### config.mk
export PLATFORM = sky130hd
export DESIGN_NAME = nmc_drive_flat
export DESIGN_NICKNAME = d
export VERILOG_FILES = /design/src/nmc_pkg.sv /design/src/nmc_link_if.sv /design/src/nmc_drive.sv /design/src/flat_wrapper.sv
export SDC_FILE = /design/constraint.sdc
export NUM_CORES = 2
export LEC_CHECK = 0
export BUFFER_PORTS_ARGS = -buffer_cell sky130_fd_sc_hd__buf_2
export CAP_MARGIN = 10
export CORE_MARGIN = 4
export CORE_UTILIZATION = 65
export CTS_CLUSTER_DIAMETER = 150
export CTS_CLUSTER_SIZE = 10
export DETAILED_ROUTE_END_ITERATION = 16
export GPL_ROUTABILITY_DRIVEN = 0
export PLACE_DENSITY = 0.89
export SLEW_MARGIN = 20
export SYNTH_ARGS = -nofsm -noshare
export SYNTH_HDL_FRONTEND = slang
export SYNTH_SLANG_ARGS = --single-unit
### constraint.sdc
create_clock -name pclk -period 14.35 [get_ports pclk]
set_input_delay 1.435 -clock pclk [delete_from_list [all_inputs] [get_ports pclk]]
set_output_delay 1.435 -clock pclk [all_outputs]
set_load 0.02 [all_outputs]
### src/nmc_pkg.sv
package nmc_pkg;

    // ****************************************
    // Frame shape
    // ****************************************
    localparam int ID_W = 11;
    localparam int DATA_W = 64;
    localparam int NODE_W = 6;

    // ****************************************
    // Identifiers and command codes
    // ****************************************
    localparam logic [10:0] CMD_BASE = 11'h140;
    localparam logic [10:0] RPL_BASE = 11'h240;
    localparam logic [10:0] MOT_BASE = 11'h400;
    localparam logic [10:0] MOT_RPL_BASE = 11'h500;
    localparam logic [7:0] NODE_CMD = 8'h79;
    localparam logic [7:0] RW_READ = 8'h01;
    localparam logic [7:0] RW_WRITE = 8'h00;
    localparam logic [5:0] NODE_MIN = 6'h01;
    localparam logic [5:0] NODE_MAX = 6'h20;
    localparam logic [5:0] NODE_RST = 6'h01;
    localparam logic [15:0] POS_RST = 16'h8000;
    localparam logic [11:0] MID_RST = 12'h800;

    // ****************************************
    // Byte positions in the data field
    // ****************************************
    localparam int BYTE_CMD = 0;
    localparam int BYTE_RW = 2;
    localparam int BYTE_NEWID = 7;

    // ****************************************
    // Current reference scaling (units of 1/4095 N-m)
    // ****************************************
    localparam logic [47:0] KP_MUL = 48'h0000000030D4;
    localparam logic [47:0] KD_MUL = 48'h000000001C20;
    localparam logic [47:0] TFF_MUL = 48'h000000000018;
    localparam logic [13:0] TFF_FULL = 14'h0FFF;
    localparam int GAIN_SHIFT = 16;

    // ****************************************
    // Host register offsets
    // ****************************************
    localparam logic [7:0] REG_TARGET = 8'h00;
    localparam logic [7:0] REG_RAW_ID = 8'h04;
    localparam logic [7:0] REG_DATA_LO = 8'h08;
    localparam logic [7:0] REG_DATA_HI = 8'h0C;
    localparam logic [7:0] REG_MOT_A = 8'h10;
    localparam logic [7:0] REG_MOT_B = 8'h14;
    localparam logic [7:0] REG_MOT_C = 8'h18;
    localparam logic [7:0] REG_CTRL = 8'h1C;
    localparam logic [7:0] REG_STATUS = 8'h20;
    localparam logic [7:0] REG_RSP_ID = 8'h24;
    localparam logic [7:0] REG_RSP_LO = 8'h28;
    localparam logic [7:0] REG_RSP_HI = 8'h2C;

    // Host orders
    typedef enum logic [1:0] {NMC_OP_RAW, NMC_OP_ID_READ, NMC_OP_ID_WRITE, NMC_OP_MOTION} nmc_op_e;

    // Identifier of a node on a given base
    function automatic logic [10:0] id_of(input logic [10:0] base, input logic [5:0] node);
        return base + {5'h00, node};
    endfunction

    // One byte of a data field, byte 0 in the low bits
    function automatic logic [7:0] get_byte(input logic [63:0] d, input int idx);
        return d[idx*8 +: 8];
    endfunction

    // Eight bytes of a motion command
    function automatic logic [63:0] pack_motion(input logic [15:0] p, input logic [11:0] v,
                                                input logic [11:0] kp, input logic [11:0] kd,
                                                input logic [11:0] t);
        return {t[7:0], kd[3:0], t[11:8], kd[11:4], kp[7:0], v[3:0], kp[11:8], v[11:4],
                p[7:0], p[15:8]};
    endfunction

endpackage

### src/nmc_link_if.sv
interface nmc_link_if;
    import nmc_pkg::*;

    // Host to drive frame
    logic cmd_valid;
    logic [ID_W-1:0] cmd_id;
    logic [DATA_W-1:0] cmd_data;
    // Drive to host frame
    logic rsp_valid;
    logic [ID_W-1:0] rsp_id;
    logic [DATA_W-1:0] rsp_data;

    modport host (output cmd_valid, output cmd_id, output cmd_data,
                  input rsp_valid, input rsp_id, input rsp_data);
    modport drive (input cmd_valid, input cmd_id, input cmd_data,
                   output rsp_valid, output rsp_id, output rsp_data);
endinterface

### src/nmc_drive.sv
module nmc_drive
    import nmc_pkg::*;
#(
    parameter int TQ_SHIFT = 12
) (
    // Clock and reset
    input wire logic pclk,
    input wire logic presetn,
    // Link
    nmc_link_if.drive link,
    // Feedback from the motor, raw
    input wire logic [15:0] fb_position,
    input wire logic [11:0] fb_velocity,
    input wire logic [11:0] fb_torque,
    input wire logic signed [15:0] torque_constant,
    // Node identity
    output logic [NODE_W-1:0] node_identifier,
    // Motion targets, raw
    output logic [15:0] target_position,
    output logic [11:0] target_velocity,
    output logic [11:0] position_gain,
    output logic [11:0] velocity_gain,
    output logic [11:0] feedforward_torque,
    output logic motion_update,
    // Torque loop output
    output logic signed [31:0] current_reference
);

    // ****************************************
    // Command decode
    // ****************************************
    logic [7:0] cmd_byte;
    logic [7:0] rw_byte;
    logic [7:0] new_id;
    logic is_node_frame;
    logic hit_id_read;
    logic hit_id_write;
    logic hit_motion;
    logic [NODE_W-1:0] node_q;

    // Fields picked out of the command
    assign cmd_byte = get_byte(link.cmd_data, BYTE_CMD);
    assign rw_byte = get_byte(link.cmd_data, BYTE_RW);
    assign new_id = get_byte(link.cmd_data, BYTE_NEWID);

    // Which command this frame is
    assign is_node_frame = link.cmd_valid && link.cmd_id == id_of(CMD_BASE, node_q)
                           && cmd_byte == NODE_CMD;
    assign hit_id_read = is_node_frame && rw_byte == RW_READ;
    assign hit_id_write = is_node_frame && rw_byte == RW_WRITE
                          && new_id >= {2'h0, NODE_MIN} && new_id <= {2'h0, NODE_MAX};
    assign hit_motion = link.cmd_valid && link.cmd_id == id_of(MOT_BASE, node_q);

    // ****************************************
    // Node identifier
    // ****************************************

    // Stored id, changed only by an in-range write
    always_ff @(posedge pclk or negedge presetn) begin
        if (!presetn) begin
            node_q <= NODE_RST;
        end else if (hit_id_write) begin
            node_q <= new_id[NODE_W-1:0];
        end
    end

    assign node_identifier = node_q;

    // ****************************************
    // Reply frames
    // ****************************************
    logic rsp_valid_q;
    logic [ID_W-1:0] rsp_id_q;
    logic [DATA_W-1:0] rsp_data_q;
    logic [ID_W-1:0] own_rpl;

    assign own_rpl = id_of(RPL_BASE, node_q);

    // One reply per accepted command, one cycle later
    always_ff @(posedge pclk or negedge presetn) begin
        if (!presetn) begin
            rsp_valid_q <= 1'b0;
            rsp_id_q <= '0;
            rsp_data_q <= '0;
        end else begin
            rsp_valid_q <= hit_id_read || hit_id_write || hit_motion;
            if (hit_id_read) begin
                rsp_id_q <= own_rpl;
                rsp_data_q <= {{5'h00, own_rpl[10:8]}, own_rpl[7:0], 24'h000000,
                               rw_byte, 8'h00, cmd_byte};
            end else if (hit_id_write) begin
                rsp_id_q <= own_rpl;
                rsp_data_q <= link.cmd_data;
            end else if (hit_motion) begin
                rsp_id_q <= id_of(MOT_RPL_BASE, node_q);
                rsp_data_q <= {24'h000000, fb_torque[7:0], fb_velocity[3:0], fb_torque[11:8],
                               fb_velocity[11:4], fb_position[7:0], fb_position[15:8]};
            end
        end
    end

    assign link.rsp_valid = rsp_valid_q;
    assign link.rsp_id = rsp_id_q;
    assign link.rsp_data = rsp_data_q;

    // ****************************************
    // Motion targets
    // ****************************************
    logic [15:0] pos_q;
    logic [11:0] vel_q;
    logic [11:0] kp_q;
    logic [11:0] kd_q;
    logic [11:0] tff_q;
    logic update_q;

    // Unpack the eight bytes of a motion command
    always_ff @(posedge pclk or negedge presetn) begin
        if (!presetn) begin
            pos_q <= POS_RST;
            vel_q <= MID_RST;
            kp_q <= 12'h000;
            kd_q <= 12'h000;
            tff_q <= MID_RST;
            update_q <= 1'b0;
        end else begin
            update_q <= hit_motion;
            if (hit_motion) begin
                pos_q <= {link.cmd_data[7:0], link.cmd_data[15:8]};
                vel_q <= {link.cmd_data[23:16], link.cmd_data[31:28]};
                kp_q <= {link.cmd_data[27:24], link.cmd_data[39:32]};
                kd_q <= {link.cmd_data[47:40], link.cmd_data[55:52]};
                tff_q <= {link.cmd_data[51:48], link.cmd_data[63:56]};
            end
        end
    end

    assign target_position = pos_q;
    assign target_velocity = vel_q;
    assign position_gain = kp_q;
    assign velocity_gain = kd_q;
    assign feedforward_torque = tff_q;
    assign motion_update = update_q;

    // ****************************************
    // Current reference
    // ****************************************
    logic signed [47:0] perr;
    logic signed [47:0] verr;
    logic signed [47:0] tffc;
    logic signed [47:0] p_term_q;
    logic signed [47:0] v_term_q;
    logic signed [47:0] t_term_q;
    logic signed [47:0] sum;
    logic signed [47:0] cur_full;
    logic signed [31:0] cur_q;

    // Raw errors: both sides share the same offset, so they cancel
    assign perr = 48'($signed({1'b0, pos_q}) - $signed({1'b0, fb_position}));
    assign verr = 48'($signed({1'b0, vel_q}) - $signed({1'b0, fb_velocity}));
    assign tffc = 48'($signed({1'b0, tff_q, 1'b0}) - $signed(TFF_FULL));

    // Weighted terms, each in 1/4095 N-m
    always_ff @(posedge pclk or negedge presetn) begin
        if (!presetn) begin
            p_term_q <= '0;
            v_term_q <= '0;
            t_term_q <= '0;
        end else begin
            p_term_q <= ($signed({36'h0, kp_q}) * perr * $signed(KP_MUL)) >>> GAIN_SHIFT;
            v_term_q <= ($signed({36'h0, kd_q}) * verr * $signed(KD_MUL)) >>> GAIN_SHIFT;
            t_term_q <= tffc * $signed(TFF_MUL);
        end
    end

    assign sum = p_term_q + v_term_q + t_term_q;
    assign cur_full = (sum * 48'(torque_constant)) >>> TQ_SHIFT;

    // Output current, registered
    always_ff @(posedge pclk or negedge presetn) begin
        if (!presetn) begin
            cur_q <= '0;
        end else begin
            cur_q <= cur_full[31:0];
        end
    end

    assign current_reference = cur_q;

endmodule // nmc_drive

### src/flat_wrapper.sv
// flat-port wrapper written by rule: the top's interface ports become plain ports
module nmc_drive_flat import nmc_pkg::*;
#(
    parameter int TQ_SHIFT = 12
)
  (pclk, presetn, fb_position, fb_velocity, fb_torque, torque_constant, node_identifier, target_position, target_velocity, position_gain, velocity_gain, feedforward_torque, motion_update, current_reference, link_cmd_valid, link_cmd_id, link_cmd_data, link_rsp_valid, link_rsp_id, link_rsp_data);
  nmc_link_if link_i ();
  input wire logic pclk;
  input wire logic presetn;
  input wire logic [15:0] fb_position;
  input wire logic [11:0] fb_velocity;
  input wire logic [11:0] fb_torque;
  input wire logic signed [15:0] torque_constant;
  output logic [NODE_W-1:0] node_identifier;
  output logic [15:0] target_position;
  output logic [11:0] target_velocity;
  output logic [11:0] position_gain;
  output logic [11:0] velocity_gain;
  output logic [11:0] feedforward_torque;
  output logic motion_update;
  output logic signed [31:0] current_reference;
  input wire logic [$bits(link_i.cmd_valid)-1:0] link_cmd_valid;
  input wire logic [$bits(link_i.cmd_id)-1:0] link_cmd_id;
  input wire logic [$bits(link_i.cmd_data)-1:0] link_cmd_data;
  output wire logic [$bits(link_i.rsp_valid)-1:0] link_rsp_valid;
  output wire logic [$bits(link_i.rsp_id)-1:0] link_rsp_id;
  output wire logic [$bits(link_i.rsp_data)-1:0] link_rsp_data;
  assign link_i.cmd_valid = link_cmd_valid;
  assign link_i.cmd_id = link_cmd_id;
  assign link_i.cmd_data = link_cmd_data;
  assign link_rsp_valid = link_i.rsp_valid;
  assign link_rsp_id = link_i.rsp_id;
  assign link_rsp_data = link_i.rsp_data;
  nmc_drive #(.TQ_SHIFT(TQ_SHIFT)) u_core (.pclk(pclk), .presetn(presetn), .link(link_i), .fb_position(fb_position), .fb_velocity(fb_velocity), .fb_torque(fb_torque), .torque_constant(torque_constant), .node_identifier(node_identifier), .target_position(target_position), .target_velocity(target_velocity), .position_gain(position_gain), .velocity_gain(velocity_gain), .feedforward_torque(feedforward_torque), .motion_update(motion_update), .current_reference(current_reference));
endmodule
==> run summary <==
synthesized area -> 57700 um2
Area Growth Syn to Fin -> 6.95%
FF-to-FF path depth -> 60
post-route ant nets -> 0
hold buffer count at CTS -> 0
most used routing layer -> met2
Total GRT Usage -> 32.7%
DRC viols -> 0
CP Data Required Time -> 14860 ps
Worst R2R End -> u_core.p_term_q[31]
met1 Resource Use GR -> 38.0%
CP startpoint -> fb_position[0]
H-tree Lvls -> 2
Port Buf Inserts -> 311
crit path max fanout -> 7
Via density -> 5.76
Final min period -> 13860 ps
status -> completed
Starting Density -> 65.4%
Fin. Hold Viols -> 0
Crit Path Category -> input port to register
Yosys top cell by area -> fa_1
met2 Use GR -> 56.0%
final hold slack -> 466 ps
post-synthesis sequential area ratio -> 12.1%
largest cells by area after synthesis -> fa_1, ha_1, dfrtp_1
Critical R2R Launch -> u_core.target_position[0]
number of global-route vias before repair -> 49500
Nets -> 8500
Largest stage delay, worst path -> 550 ps
Least-Margin Pin Slew -> 1170 ps
Warnings, synthesis -> 0
met3 Use GR -> 6.79%
Synth Register Bits -> 278
Critical Path End Type -> register
routed wire length per instance -> 19.2 um
first-pass GRT wire length -> 247 mm
CTS tree -> built
number of CTS-inserted buffers -> 34
EDFF count, synth -> 0
io pins -> 313
CP Launch Type -> input port
r2r setup slk -> 990 ps
number of diodes -> 0
largest net degree at the start of global routing -> 171
Final Max Tran Viols -> 0
Syn Area/Cell -> 8.93 um2
Most used DFF post-synth -> dfrtp_1
Tcrit/Tclk final -> 96.6%
Fin Clk Skew -> 37.3 ps
post-synthesis cell type count -> 72
fraction of layout cells with a size suffix above 1 -> 7.36%
DR pass1 iterations -> 8
initial antenna violation count -> 0
CP arrival -> 14370 ps
CTS clock-pin slew for the worst setup and hold paths -> 70 ps
max-capacitance violation count -> 0
Setup violations, final -> 0
GRT overflow -> 0
Max clock buf depth -> 3
drt initial violations -> 3541
HP Class -> register to register
ys async rst share -> 100%
f_max -> 72.1 MHz
final wirelength -> 151 mm
Core Rows -> 109
hold path depth -> 2
Synth top area share -> 35.3%
most common cell in the netlist -> inv_1
placed wire-length estimate -> 122 mm
slowest stage cell, crit path -> fa_1
synthesized instance count -> 6464
max_slew headroom -> 21.5%
worst hold endpoint -> u_core.link.rsp_data[40]
synthesized net count -> 8287
Core Box Area -> 88200 um2
via count -> 45300
die height -> 306 um
Root Driver -> clkbuf_16
die area -> 93600 um2
commonest cells in the netlist -> inv_1, fa_1, nand2_1
Sink Count -> 278
Min-Delay Startpoint -> u_core.link.rsp_data[40]
die width -> 306 um
clk_lat worst skew -> 610 ps
-- sequential cells by signal (all words and copies together) (netlist names) --
signal	count
u_core.position_gain	12
u_core.motion_update	1
u_core.feedforward_torque	12
u_core.target_position	16
u_core.node_identifier	6
u_core.v_term_q	32
u_core.target_velocity	12
u_core.current_reference	32
u_core.velocity_gain	12
u_core.link.rsp_id	8
u_core.link.rsp_valid	1
u_core.t_term_q	38
u_core.link.rsp_data	64
u_core.p_term_q	32
-- critical path, delay by kind of cell --
kind	cells	cell delay, ps
AOI/OAI and AO/OA	22	4020
buffers and inverters	11	770
xor gates and xnor gates	3	550
adders and majority gates	13	5520
and+or+nand+nor	11	2040
-- final cells by class --
type	count	area (um2)
multi-input cells	4464	44500
flip-flops and latches	278	6960
well taps	1165	1460
inverters	1504	5650
repair buffers	395	2230
clock buffers	48	913
clock inverters	5	68.8
fillers	6050	26500
-- layer usage --
layer,part of all wire [%],vias up,wire (um)
li1,-,20000,-
met1,35,22200,52600
met2,48,2455,73000
met3,9.4,703,14200
met4,7.3,0,10900
met5,0,-,0
-- worst max-delay path by stage --
stage	end	slack [ps]	depth (start not counted)
floorplan	u_core.p_term_q[31]	760	59
detailed placement	u_core.p_term_q[31]	-540	59
CTS	u_core.p_term_q[31]	60	59
global placement	u_core.p_term_q[31]	50	56
global route	u_core.p_term_q[31]	-30	59
finish	u_core.p_term_q[31]	490	60
-- what timing repair did --
item / CTS / global route
resized for setup: 0 / 35
setup endpoints to repair: 0 / 12
buffers inserted: 0 / 4
-- logic make-up after synthesis --
| family | after synthesis | synth area share, % |
|---|---|---|
| AND/OR/NAND/NOR | 1794 | 14.6 |
| buffers and inverters | 1722 | 11.2 |
| adder cells (fa/ha/maj) | 1689 | 49.9 |
| AO/OA/AOI/OAI | 672 | 7.46 |
| XOR/XNOR | 301 | 4.64 |
| flip-flops | 278 | 12.1 |
| multiplexers | 6 | 0.117 |
| other | 2 | 0.0130 |
-- placed cells by master, fill, tap and decap left out, drive strengths merged, types with 8 or more instances in the layout --
cell type,n
a211oi,8
a21boi,28
a21o,108
a21oi,173
a22oi,8
a31oi,21
and2,360
and3,14
buf,395
clkbuf,48
dfrtp,274
fa,1018
ha,671
inv,1506
nand2,926
nand2b,63
nand3,60
nand3b,14
nand4,13
nor2,175
nor2b,69
nor3,34
nor3b,11
o211ai,33
o21a,32
o21ai,155
o21bai,37
or2,8
or3,11
or4,15
xnor2,203
xor2,95
-- stage by stage --
stage          std cells  instance area (um2)  utilization, %  setup slack (ps)  TNS [ps]
6_report            7859                61700            70.0               486         0
5_1_grt             7859                61700            70.0             -31.6     -31.6
4_1_cts             7855                61600            69.9              64.7         0
3_5_place_dp        7802                60700            68.7              -538     -2480
3_3_place_gp        7802                60700            68.7              48.8         0
2_1_floorplan       6464                57700               -               755         0
Power is left out: the tool's default activity adds up to more than one toggle a clock period on the data nets, which glitch-free logic cannot reach.
